--- src/verilog/asp_pkg.sv ---
package asp_pkg;
  // register byte addresses
  localparam logic [7:0] REG_CTRL   = 8'h00;
  localparam logic [7:0] REG_OFFSET = 8'h04;
  localparam logic [7:0] REG_CLOCK  = 8'h08;
  localparam logic [7:0] REG_STATUS = 8'h0C;

  // control register fields
  localparam int FMT_LSB         = 0;
  localparam int WL_LSB          = 4;
  localparam int BIT_WCLK_MASTER = 6;
  localparam int BIT_BCLK_MASTER = 7;
  localparam int BIT_BCLK_INV    = 8;
  localparam int BIT_TRISTATE    = 9;
  localparam int BIT_EARLY_TRI   = 10;
  localparam int BIT_SLOT_MODE   = 11;
  localparam int BIT_SWAP        = 12;
  localparam int BIT_FIRST_OFF   = 13;
  localparam int BIT_SECOND_OFF  = 14;
  localparam int BIT_WCLK_PULSE  = 15;
  localparam int BIT_PORT_POWER  = 16;
  localparam int BIT_KEEP_CLOCKS = 17;

  // offset, clock and status register fields
  localparam int FIRST_OFFSET_LSB = 0;
  localparam int SECOND_GAP_LSB   = 8;
  localparam int DIV_LSB          = 0;
  localparam int FRAME_BITS_LSB   = 16;
  localparam int COUNT_LSB        = 16;

  // interface formats
  localparam logic [2:0] FMT_I2S   = 3'h0;
  localparam logic [2:0] FMT_DSP   = 3'h1;
  localparam logic [2:0] FMT_RIGHT = 3'h2;
  localparam logic [2:0] FMT_LEFT  = 3'h3;
  localparam logic [2:0] FMT_TDM   = 3'h4;

  // reset values and writable bits
  localparam logic [31:0] CTRL_RESET   = 32'h0000_0000;
  localparam logic [31:0] OFFSET_RESET = 32'h0000_0000;
  localparam logic [31:0] CLOCK_RESET  = 32'h0040_0004;
  localparam logic [31:0] CTRL_MASK    = 32'h0003_FFF7;
  localparam logic [31:0] OFFSET_MASK  = 32'h0000_FFFF;
  localparam logic [31:0] CLOCK_MASK   = 32'h01FF_00FF;

  localparam logic [1:0] RESP_OKAY   = 2'h0;
  localparam logic [1:0] RESP_DECERR = 2'h3;
endpackage

--- src/verilog/audio_serial_port.sv ---
// Contract
// - samples go MSB first, 16/20/24/32 bits
// - I2S, left, right, DSP, TDM framing
// - word and bit clock master or slave
// - word clock marks frame, pulse or square
// - master bit clock from programmable divider
// - without slots both channels share first offset
// - slot mode: gap after first LSB
// - swap bit exchanges channel order
// - invert bit flips launch edge
// - tristate option releases output after LSB
// - early tristate releases half bit sooner
// - powered-down master port floats its pins
// - each channel can be disabled, except in right-aligned format
// - disabled channel drives low without tristate
// - filter sync at earlier enabled channel
// - both disabled: nothing on serial bus
// - master clocks gated unless converter powered or keep-clocks bit set
// - right-aligned LSB ends before word edge
// - left-aligned MSB right after word edge
// - I2S MSB on second bit after edge
// - DSP: left then right, falling-edge valid
// - slot mode ignores word clock fall
//
// The AXI4-Lite interface to the registers and the register offsets were chosen for this implementation.
`timescale 1ns/1ns
module audio_serial_port (
  input  logic        ref_clk,
  input  logic        resetn,
  input  logic [7:0]  s_axi_awaddr,
  input  logic        s_axi_awvalid,
  output logic        s_axi_awready,
  input  logic [31:0] s_axi_wdata,
  input  logic [3:0]  s_axi_wstrb,
  input  logic        s_axi_wvalid,
  output logic        s_axi_wready,
  output logic [1:0]  s_axi_bresp,
  output logic        s_axi_bvalid,
  input  logic        s_axi_bready,
  input  logic [7:0]  s_axi_araddr,
  input  logic        s_axi_arvalid,
  output logic        s_axi_arready,
  output logic [31:0] s_axi_rdata,
  output logic [1:0]  s_axi_rresp,
  output logic        s_axi_rvalid,
  input  logic        s_axi_rready,
  input  logic [31:0] left_sample,
  input  logic [31:0] right_sample,
  input  logic        adc_powered,
  input  logic        bclk_in,
  output logic        bclk_out,
  output logic        bclk_oe,
  input  logic        wclk_in,
  output logic        wclk_out,
  output logic        wclk_oe,
  output logic        dout,
  output logic        dout_oe,
  output logic        filter_sync
);

  function automatic logic [5:0] word_bits(input logic [1:0] code);
    logic [5:0] n;
    unique case (code)
      2'h0: n = 6'h10;
      2'h1: n = 6'h14;
      2'h2: n = 6'h18;
      2'h3: n = 6'h20;
    endcase
    return n;
  endfunction

  function automatic logic [31:0] merge(input logic [31:0] old, input logic [31:0] data,
                                        input logic [3:0] strb, input logic [31:0] mask);
    logic [31:0] res;
    res = old;
    for (int i = 0; i < 4; i++) begin
      if (strb[i]) begin
        res[8*i +: 8] = data[8*i +: 8];
      end
    end
    return res & mask;
  endfunction

  logic [31:0] ctrl;
  logic [31:0] offs;
  logic [31:0] clkcfg;
  logic [15:0] frame_count;
  logic [7:0]  div_cnt;
  logic        bclk_prev;
  logic [8:0]  fpos;
  logic        frame_prev;
  logic [9:0]  cnt;
  logic        in_second;
  logic [31:0] shreg;
  logic [5:0]  bits_left;
  logic        active;
  logic        cur_en;
  logic        aw_held;
  logic        w_held;
  logic [7:0]  aw_addr;
  logic [31:0] w_data;
  logic [3:0]  w_strb;

  wire [2:0] fmt         = ctrl[asp_pkg::FMT_LSB +: 3];
  wire [5:0] wl          = word_bits(ctrl[asp_pkg::WL_LSB +: 2]);
  wire       wclk_master = ctrl[asp_pkg::BIT_WCLK_MASTER];
  wire       bclk_master = ctrl[asp_pkg::BIT_BCLK_MASTER];
  wire       bclk_inv    = ctrl[asp_pkg::BIT_BCLK_INV];
  wire       tristate    = ctrl[asp_pkg::BIT_TRISTATE];
  wire       early       = ctrl[asp_pkg::BIT_EARLY_TRI];
  wire       slot_mode   = ctrl[asp_pkg::BIT_SLOT_MODE];
  wire       swap        = ctrl[asp_pkg::BIT_SWAP];
  wire       wclk_pulse  = ctrl[asp_pkg::BIT_WCLK_PULSE];
  wire       port_power  = ctrl[asp_pkg::BIT_PORT_POWER];
  wire       keep_clocks = ctrl[asp_pkg::BIT_KEEP_CLOCKS];
  wire [7:0] off1        = offs[asp_pkg::FIRST_OFFSET_LSB +: 8];
  wire [7:0] off2        = offs[asp_pkg::SECOND_GAP_LSB +: 8];
  wire [7:0] div         = clkcfg[asp_pkg::DIV_LSB +: 8];
  wire [8:0] frame_bits  = clkcfg[asp_pkg::FRAME_BITS_LSB +: 9];

  wire is_i2s   = fmt == asp_pkg::FMT_I2S;
  wire is_rj    = fmt == asp_pkg::FMT_RIGHT;
  wire dsp_like = (fmt == asp_pkg::FMT_DSP) || (fmt == asp_pkg::FMT_TDM);
  wire halves   = !slot_mode && !dsp_like;
  // right-aligned keeps both channels; the other formats honour the disables
  wire en_a     = !ctrl[asp_pkg::BIT_FIRST_OFF] || is_rj;
  wire en_b     = !ctrl[asp_pkg::BIT_SECOND_OFF] || is_rj;
  wire any_en   = en_a || en_b;
  wire run      = port_power && (adc_powered || keep_clocks);
  wire [7:0] div_max = (div == 8'h00) ? 8'h00 : div - 8'h01;

  // master bit clock: period of twice the divider in ref_clk cycles
  always_ff @(posedge ref_clk or negedge resetn) begin
    if (!resetn) begin
      div_cnt  <= 8'h00;
      bclk_out <= 1'b0;
    end else if (!run || !bclk_master) begin
      div_cnt  <= 8'h00;
      bclk_out <= 1'b0;
    end else if (div_cnt >= div_max) begin
      div_cnt  <= 8'h00;
      bclk_out <= ~bclk_out;
    end else begin
      div_cnt <= div_cnt + 8'h01;
    end
  end

  always_ff @(posedge ref_clk or negedge resetn) begin
    if (!resetn) begin
      bclk_oe <= 1'b0;
      wclk_oe <= 1'b0;
    end else begin
      bclk_oe <= bclk_master && port_power;
      wclk_oe <= wclk_master && port_power;
    end
  end

  // bit clock edges; data launch edge flips for DSP and for inversion
  wire bclk_lvl   = bclk_master ? bclk_out : bclk_in;
  wire launch_lvl = dsp_like ^ bclk_inv;
  wire edge_seen  = (bclk_lvl != bclk_prev) && port_power;
  wire launch_ev  = edge_seen && (bclk_lvl == launch_lvl);
  wire capture_ev = edge_seen && (bclk_lvl != launch_lvl);

  always_ff @(posedge ref_clk or negedge resetn) begin
    if (!resetn) begin
      bclk_prev <= 1'b0;
    end else begin
      bclk_prev <= bclk_lvl;
    end
  end

  // master word clock; I2S runs it inverted so left sits in the low half
  wire [8:0] next_fpos = (fpos >= frame_bits - 9'h001) ? 9'h000 : fpos + 9'h001;
  wire [8:0] high_len  = wclk_pulse ? 9'h001 : {1'b0, frame_bits[8:1]};
  wire       gen_frame = next_fpos < high_len;

  always_ff @(posedge ref_clk or negedge resetn) begin
    if (!resetn) begin
      fpos     <= 9'h000;
      wclk_out <= 1'b0;
    end else if (!run || !wclk_master) begin
      fpos     <= frame_bits - 9'h001;
      wclk_out <= is_i2s;
    end else if (launch_ev) begin
      fpos     <= next_fpos;
      wclk_out <= gen_frame ^ is_i2s;
    end
  end

  // frame position, counted in launch edges since the word clock edge
  wire frame_lvl  = wclk_master ? gen_frame : (wclk_in ^ is_i2s);
  wire rise       = launch_ev && frame_lvl && !frame_prev;
  wire fall       = launch_ev && !frame_lvl && frame_prev;
  wire restart    = rise || (fall && halves);
  wire second_now = (fall && halves) || (!rise && in_second);
  wire [9:0] pos  = restart ? 10'h000 : cnt + 10'h001;

  // standard MSB position plus the first offset
  wire [9:0] start1 = is_rj ? ({2'b00, frame_bits[8:1]} - {4'h0, wl} + {2'b00, off1})
                            : ({2'b00, off1} + {9'h000, is_i2s});
  wire [9:0] gap    = slot_mode ? {2'b00, off2} : 10'h000;
  wire [9:0] start2 = start1 + {4'h0, wl} + gap;

  wire first_start  = launch_ev && !second_now && (pos == start1);
  wire second_start = launch_ev && (halves ? (second_now && (pos == start1))
                                           : (!second_now && (pos == start2)));
  wire start_any    = first_start || second_start;
  wire chan_en      = first_start ? en_a : en_b;
  // samples are taken from the inputs at the channel's first bit
  wire [31:0] word_now = (first_start ^ swap) ? left_sample : right_sample;

  always_ff @(posedge ref_clk or negedge resetn) begin
    if (!resetn) begin
      frame_prev <= 1'b0;
      cnt        <= 10'h000;
      in_second  <= 1'b0;
    end else if (launch_ev) begin
      frame_prev <= frame_lvl;
      cnt        <= pos;
      in_second  <= second_now;
    end
  end

  always_ff @(posedge ref_clk or negedge resetn) begin
    if (!resetn) begin
      frame_count <= 16'h0000;
    end else if (rise) begin
      frame_count <= frame_count + 16'h0001;
    end
  end

  // serialiser and data pin enable
  always_ff @(posedge ref_clk or negedge resetn) begin
    if (!resetn) begin
      shreg     <= 32'h0000_0000;
      bits_left <= 6'h00;
      active    <= 1'b0;
      cur_en    <= 1'b0;
      dout      <= 1'b0;
      dout_oe   <= 1'b0;
    end else if (!port_power || !any_en) begin
      active  <= 1'b0;
      dout    <= 1'b0;
      dout_oe <= 1'b0;
    end else if (start_any) begin
      active    <= 1'b1;
      cur_en    <= chan_en;
      bits_left <= wl - 6'h01;
      shreg     <= {word_now[30:0], 1'b0};
      dout      <= chan_en & word_now[31];
      dout_oe   <= chan_en || !tristate;
    end else if (launch_ev && active && (bits_left != 6'h00)) begin
      bits_left <= bits_left - 6'h01;
      shreg     <= {shreg[30:0], 1'b0};
      dout      <= cur_en & shreg[31];
    end else if (launch_ev && active) begin
      active  <= 1'b0;
      dout    <= 1'b0;
      dout_oe <= !tristate;
    end else if (capture_ev && active && (bits_left == 6'h00) && tristate && early) begin
      dout_oe <= 1'b0;
    end else if (!active) begin
      dout_oe <= !tristate;
    end
  end

  // sync follows the earlier enabled channel, or the first when none is
  always_ff @(posedge ref_clk or negedge resetn) begin
    if (!resetn) begin
      filter_sync <= 1'b0;
    end else begin
      filter_sync <= (first_start && (en_a || !en_b)) || (second_start && !en_a && en_b);
    end
  end

  // AXI4-Lite write: one transfer at a time, address and data in either order
  wire wr_fire = aw_held && w_held && !s_axi_bvalid;

  always_ff @(posedge ref_clk or negedge resetn) begin
    if (!resetn) begin
      s_axi_awready <= 1'b1;
      s_axi_wready  <= 1'b1;
      s_axi_bvalid  <= 1'b0;
      s_axi_bresp   <= asp_pkg::RESP_OKAY;
      aw_held       <= 1'b0;
      w_held        <= 1'b0;
      aw_addr       <= 8'h00;
      w_data        <= 32'h0000_0000;
      w_strb        <= 4'h0;
    end else begin
      if (s_axi_awvalid && s_axi_awready) begin
        aw_held       <= 1'b1;
        aw_addr       <= {s_axi_awaddr[7:2], 2'b00};
        s_axi_awready <= 1'b0;
      end
      if (s_axi_wvalid && s_axi_wready) begin
        w_held       <= 1'b1;
        w_data       <= s_axi_wdata;
        w_strb       <= s_axi_wstrb;
        s_axi_wready <= 1'b0;
      end
      if (wr_fire) begin
        aw_held      <= 1'b0;
        w_held       <= 1'b0;
        s_axi_bvalid <= 1'b1;
        s_axi_bresp  <= (aw_addr > asp_pkg::REG_STATUS) ? asp_pkg::RESP_DECERR
                                                        : asp_pkg::RESP_OKAY;
      end
      if (s_axi_bvalid && s_axi_bready) begin
        s_axi_bvalid  <= 1'b0;
        s_axi_awready <= 1'b1;
        s_axi_wready  <= 1'b1;
      end
    end
  end

  always_ff @(posedge ref_clk or negedge resetn) begin
    if (!resetn) begin
      ctrl   <= asp_pkg::CTRL_RESET;
      offs   <= asp_pkg::OFFSET_RESET;
      clkcfg <= asp_pkg::CLOCK_RESET;
    end else if (wr_fire) begin
      case (aw_addr)
        asp_pkg::REG_CTRL:   ctrl   <= merge(ctrl, w_data, w_strb, asp_pkg::CTRL_MASK);
        asp_pkg::REG_OFFSET: offs   <= merge(offs, w_data, w_strb, asp_pkg::OFFSET_MASK);
        asp_pkg::REG_CLOCK:  clkcfg <= merge(clkcfg, w_data, w_strb, asp_pkg::CLOCK_MASK);
        default: ;
      endcase
    end
  end

  // AXI4-Lite read; status shows live serialiser and frame state
  always_ff @(posedge ref_clk or negedge resetn) begin
    if (!resetn) begin
      s_axi_arready <= 1'b1;
      s_axi_rvalid  <= 1'b0;
      s_axi_rdata   <= 32'h0000_0000;
      s_axi_rresp   <= asp_pkg::RESP_OKAY;
    end else if (s_axi_arvalid && s_axi_arready) begin
      s_axi_arready <= 1'b0;
      s_axi_rvalid  <= 1'b1;
      s_axi_rresp   <= asp_pkg::RESP_OKAY;
      case ({s_axi_araddr[7:2], 2'b00})
        asp_pkg::REG_CTRL:   s_axi_rdata <= ctrl;
        asp_pkg::REG_OFFSET: s_axi_rdata <= offs;
        asp_pkg::REG_CLOCK:  s_axi_rdata <= clkcfg;
        asp_pkg::REG_STATUS: s_axi_rdata <= {frame_count, 14'h0000, frame_prev, active};
        default: begin
          s_axi_rdata <= 32'h0000_0000;
          s_axi_rresp <= asp_pkg::RESP_DECERR;
        end
      endcase
    end else if (s_axi_rvalid && s_axi_rready) begin
      s_axi_rvalid  <= 1'b0;
      s_axi_arready <= 1'b1;
    end
  end
endmodule

--- config.mk ---
export PLATFORM = sky130hd
export DESIGN_NAME = audio_serial_port
export DESIGN_NICKNAME = d
export VERILOG_FILES = /design/src/verilog/asp_pkg.sv /design/src/verilog/audio_serial_port.sv
export SDC_FILE = /design/constraint.sdc
export NUM_CORES = 1
export LEC_CHECK = 0
export ABC_AREA = 1
export BUFFER_PORTS_ARGS = -buffer_cell sky130_fd_sc_hd__buf_2
export CAP_MARGIN = 30
export CORE_ASPECT_RATIO = 1.75
export CORE_MARGIN = 3
export CORE_UTILIZATION = 60
export CTS_BUF_LIST = sky130_fd_sc_hd__clkbuf_8
export DETAILED_ROUTE_END_ITERATION = 12
export PLACE_DENSITY_LB_ADDON = 0.12
export SLEW_MARGIN = 5
export SYNTH_ARGS = -nofsm -noshare
export SYNTH_HDL_FRONTEND = slang
export SYNTH_SLANG_ARGS = --single-unit
--- constraint.sdc ---
create_clock -name ref_clk -period 8.2 [get_ports ref_clk]
set_clock_uncertainty 0.2 [all_clocks]
set_input_delay 2.46 -clock ref_clk [delete_from_list [all_inputs] [get_ports ref_clk]]
set_output_delay 2.46 -clock ref_clk [all_outputs]
set_load 0.01 [all_outputs]
==> results.toml <==
[outcome]
outcome = "complete, no violations"

[worst_setup_path]
crit_required_ps = 8400
crit_end = "shreg[10]$_DFFE_PN0P_"
start_kind = "flip-flop"
crit_top_cell = "nand2_1"
arrival_ps = 7220
crit_path_max_fanout = 54
crit_path_end_kind = "flip-flop"
crit_path_start = "clkcfg[17]$_DFFE_PN0P_"
rr_worst_depth = 35
cpPeakStageDelay_ps = 440
crit_type = "flip-flop to flip-flop"
rr_startpoint = "clkcfg[17]$_DFFE_PN0P_"
crit_slowest_cell = "dfrtp_1"
reg2reg_to = "shreg[10]$_DFFE_PN0P_"
r2r_slack_ps = 1180

[finish]
seq_area_mm2 = 0.005461
layout_common_cells = "482 x nand2_1, 239 x inv_1, 213 x dfrtp_1"
num-nets-final = 1997
syn2layout_area_growth_pct = 13.23
final_common_cell = "nand2_1"
multi_input_area_mm2 = 0.006230
drive_gt1_share_pct = 14.57
fill_cells = 1812

[timing]
maxSlewViolCount = 0
worst_pin_slew_ps = 870.7
final-setup-viol-count = 0
max-slew-margin-rel_pct = 41.74
min_period_ps = 7021
tns_ps = 0
clock.fmax_mhz = 142.4
hold_ws_ps = 275.8
rsz0062_at_grt = "no"
hold_violations = 0
finalCritPeriodShare_pct = 85.62

[yosys]
yosysSeqAreaShare_pct = 42.48
synth.largest_area_cell = "dfrtp_1"
synthAdderAreaFrac_pct = 6.637
synth.lib_cells_used.distinct = 58
netlist_top_cells_area = "dfrtp_1 41%, nand2_1 14%, inv_1 6.7%, o21ai_0 5.6%, ha_1 5.5%"
synth_nets = 1840
yosysWarnings = 0
async_flop_share_pct = 100.0
yosysTopAreaCellShare_pct = 41.46
ys_seq_elements = 218
synth_top_family_by_area = "simple AND/OR/NAND/NOR gates"
ys.flop_type = "dfrtp_1"
synth_mux_area_share_pct = 0.3212
synthXorXnorAreaFrac_pct = 4.097
syn_area_per_cell_um2 = 7.792
syn-cell-area_mm2 = 0.01286
synthCells = 1650
yosys.area_share.simple_pct = 23.46
synth_edf_count = 0
synth_compound_area_share_pct = 13.82

[clock_network]
numCtsBuffers = 34
cts-resized-gates = 0
clk_pin_slew_ps = 60
htree_levels = 2
clock-sinks = 218
cts_setup_buffers = 0
ctsHoldBuffers = 0
cts_buffer_depth = 3
cts_root_buffer = "clkbuf_8"
clk_latency_ps = 550
cts_tree = "built"

[route]
vias_per_cell = 5.512
drt.antenna.violating_nets = 0
drcViolationCount = 0
wl_per_cell_um = 16.04
drtIter0Drc = 810
routed_wl_um = 33460
num_vias = 11499
detail_route.first_pass.iterations = 5

[placed_design]
port_buffers = 162
dpl.hpwl_um = 25290
gp_congestion = 0.9388

[grt]
antenna_found_initial = 2
grt_pass1_vias = 10958
grt_util_all_layers_pct = 29.61
grt_pass1_wl_um = 53940
grt-ovfl-total = 0
grt_max_degree = 97

[power]
irDropWorstVdd_uv = 179.2
p_int_mw = 2.844
power_switching_share_pct = 44.86
p_leak_nw = 7.787
power_frac_comb_pct = 50.8
clockPowerShare_pct = 19.5
seq_power_share_pct = 29.8
p_switching_mw = 2.314
power-per-cell-area_mw_per_mm2 = 354.4

[hold_path]
min_path_type = "flip-flop to flip-flop"

[job]
cap_violations = 0

[floorplan]
rows = 70
dieWidth_um = 116.7
die_area_mm2 = 0.02329
dieHeight_um = 199.6
floorplan.initialDensity_pct = 61.16
core_mm2 = 0.02102
top_level_ports = 174
-- per-stage QoR --
stage,std cells,area [um2],setup slack [ps],utilization (%),power [mW]
3_3_place_gp,2023,13810,1172,65.72,4.070
3_5_place_dp,2023,13810,1159,65.72,4.138
2_1_floorplan,1650,12860,2883,-,3.473
6_report,2086,14560,1179,69.25,5.158
4_1_cts,2085,14550,1148,69.24,5.162
5_1_grt,2086,14560,470.1,69.25,5.626
-- power groups by stage --
stage | registers (mW) | logic (mW) | clock network, mW
after global placement | 1.54 | 2.53 | 0
after CTS | 1.53 | 2.61 | 1.02
after detailed placement | 1.55 | 2.59 | 0
after global routing | 1.56 | 3.00 | 1.07
final | 1.54 | 2.62 | 1.00
after floorplan | 1.47 | 2.00 | 0
-- cell type report --
type                    count  area share [%]
diodes                      1         0.01719
clock buffers              40           3.782
clock inverters            22           1.298
inverters                 235           6.060
multi-input cells        1142           42.80
flip-flops and latches    218           37.52
well taps                 252           2.166
repair buffers            176           6.361
-- sequential cells by signal (all words and copies together), names as in the netlist, 4 cells and up --
register and cells:
s_axi_rdata 32, w_strb 4, offs 16, w_data 25, aw_addr 6, bits_left 6, cnt 10, clkcfg 17
ctrl 17, shreg 31, fpos 9, div_cnt 8, frame_count 16
-- cells by family (layout without fill, tap and decap cells) --
group,count (synthesis),in the layout
AO/OA/AOI/OAI,305,305
XOR/XNOR,58,58
adder cells (fa/ha/maj),64,64
buffers and inverters,290,473
flip-flops,218,218
multiplexers,4,4
other,0,1
AND/OR/NAND/NOR,711,711
-- synthesized netlist by cell type, types with 3 or more instances --
cell type  number
nand2_1       483
o22ai_1         7
o21ai_1        31
nand3_1        53
o21ai_0       145
nor2_2          3
fa_1            7
o31ai_1         5
buf_6           7
a22oi_1         7
dfstp_2         5
mux2i_1         3
o21ai_2         3
nor3_1         25
ha_1           57
o221ai_1        7
o211ai_1       46
and3_1          3
a21oi_1        33
nand4_1        27
nor2_1         80
o21a_1          3
or2_2           6
a211oi_1        3
nand3_2         4
xnor2_1        17
inv_1         231
buf_4           6
dfrtp_1       213
nor4_1          9
buf_2          12
xor2_1         40
clkbuf_1       29
nand2_4         3
nand3b_1        5
o21bai_1        3
-- worst max-delay path, delay by kind of cell, from the launching register on --
family	cells	cell delay (ps)
AND/OR/NAND/NOR	23	3720
flip-flops	1	440
adder cells (fa/ha/maj)	3	820
AO/OA/AOI/OAI	3	340
buffers and inverters	5	1060
XOR/XNOR	1	250
-- routing by layer --
| layer | wire length, um | global-route usage [%] | part of all wire (%) |
|---|---|---|---|
| met2 | 17350 | 53.10 | 52 |
| met5 | 13 | 0 | 0.039 |
| met1 | 12430 | 33.01 | 37 |
| met4 | 2021 | 15.82 | 6.0 |
| met3 | 1639 | 4.788 | 4.9 |
-- worst min path at each step --
stage / start / end / slack [ps] / cells past startpoint
floorplan: w_data[18]$_DFFE_PN0P_ / w_data[18]$_DFFE_PN0P_ / 240 / 2
global placement: s_axi_rdata[8]$_DFFE_PN0P_ / s_axi_rdata[8]$_DFFE_PN0P_ / 260 / 2
detailed placement: s_axi_rdata[10]$_DFFE_PN0P_ / s_axi_rdata[10]$_DFFE_PN0P_ / 260 / 2
CTS: s_axi_rdata[8]$_DFFE_PN0P_ / s_axi_rdata[8]$_DFFE_PN0P_ / 280 / 2
global route: s_axi_rdata[8]$_DFFE_PN0P_ / s_axi_rdata[8]$_DFFE_PN0P_ / 300 / 2
finish: s_axi_rdata[8]$_DFFE_PN0P_ / s_axi_rdata[8]$_DFFE_PN0P_ / 280 / 2
(Power assumes the default switching activity.)
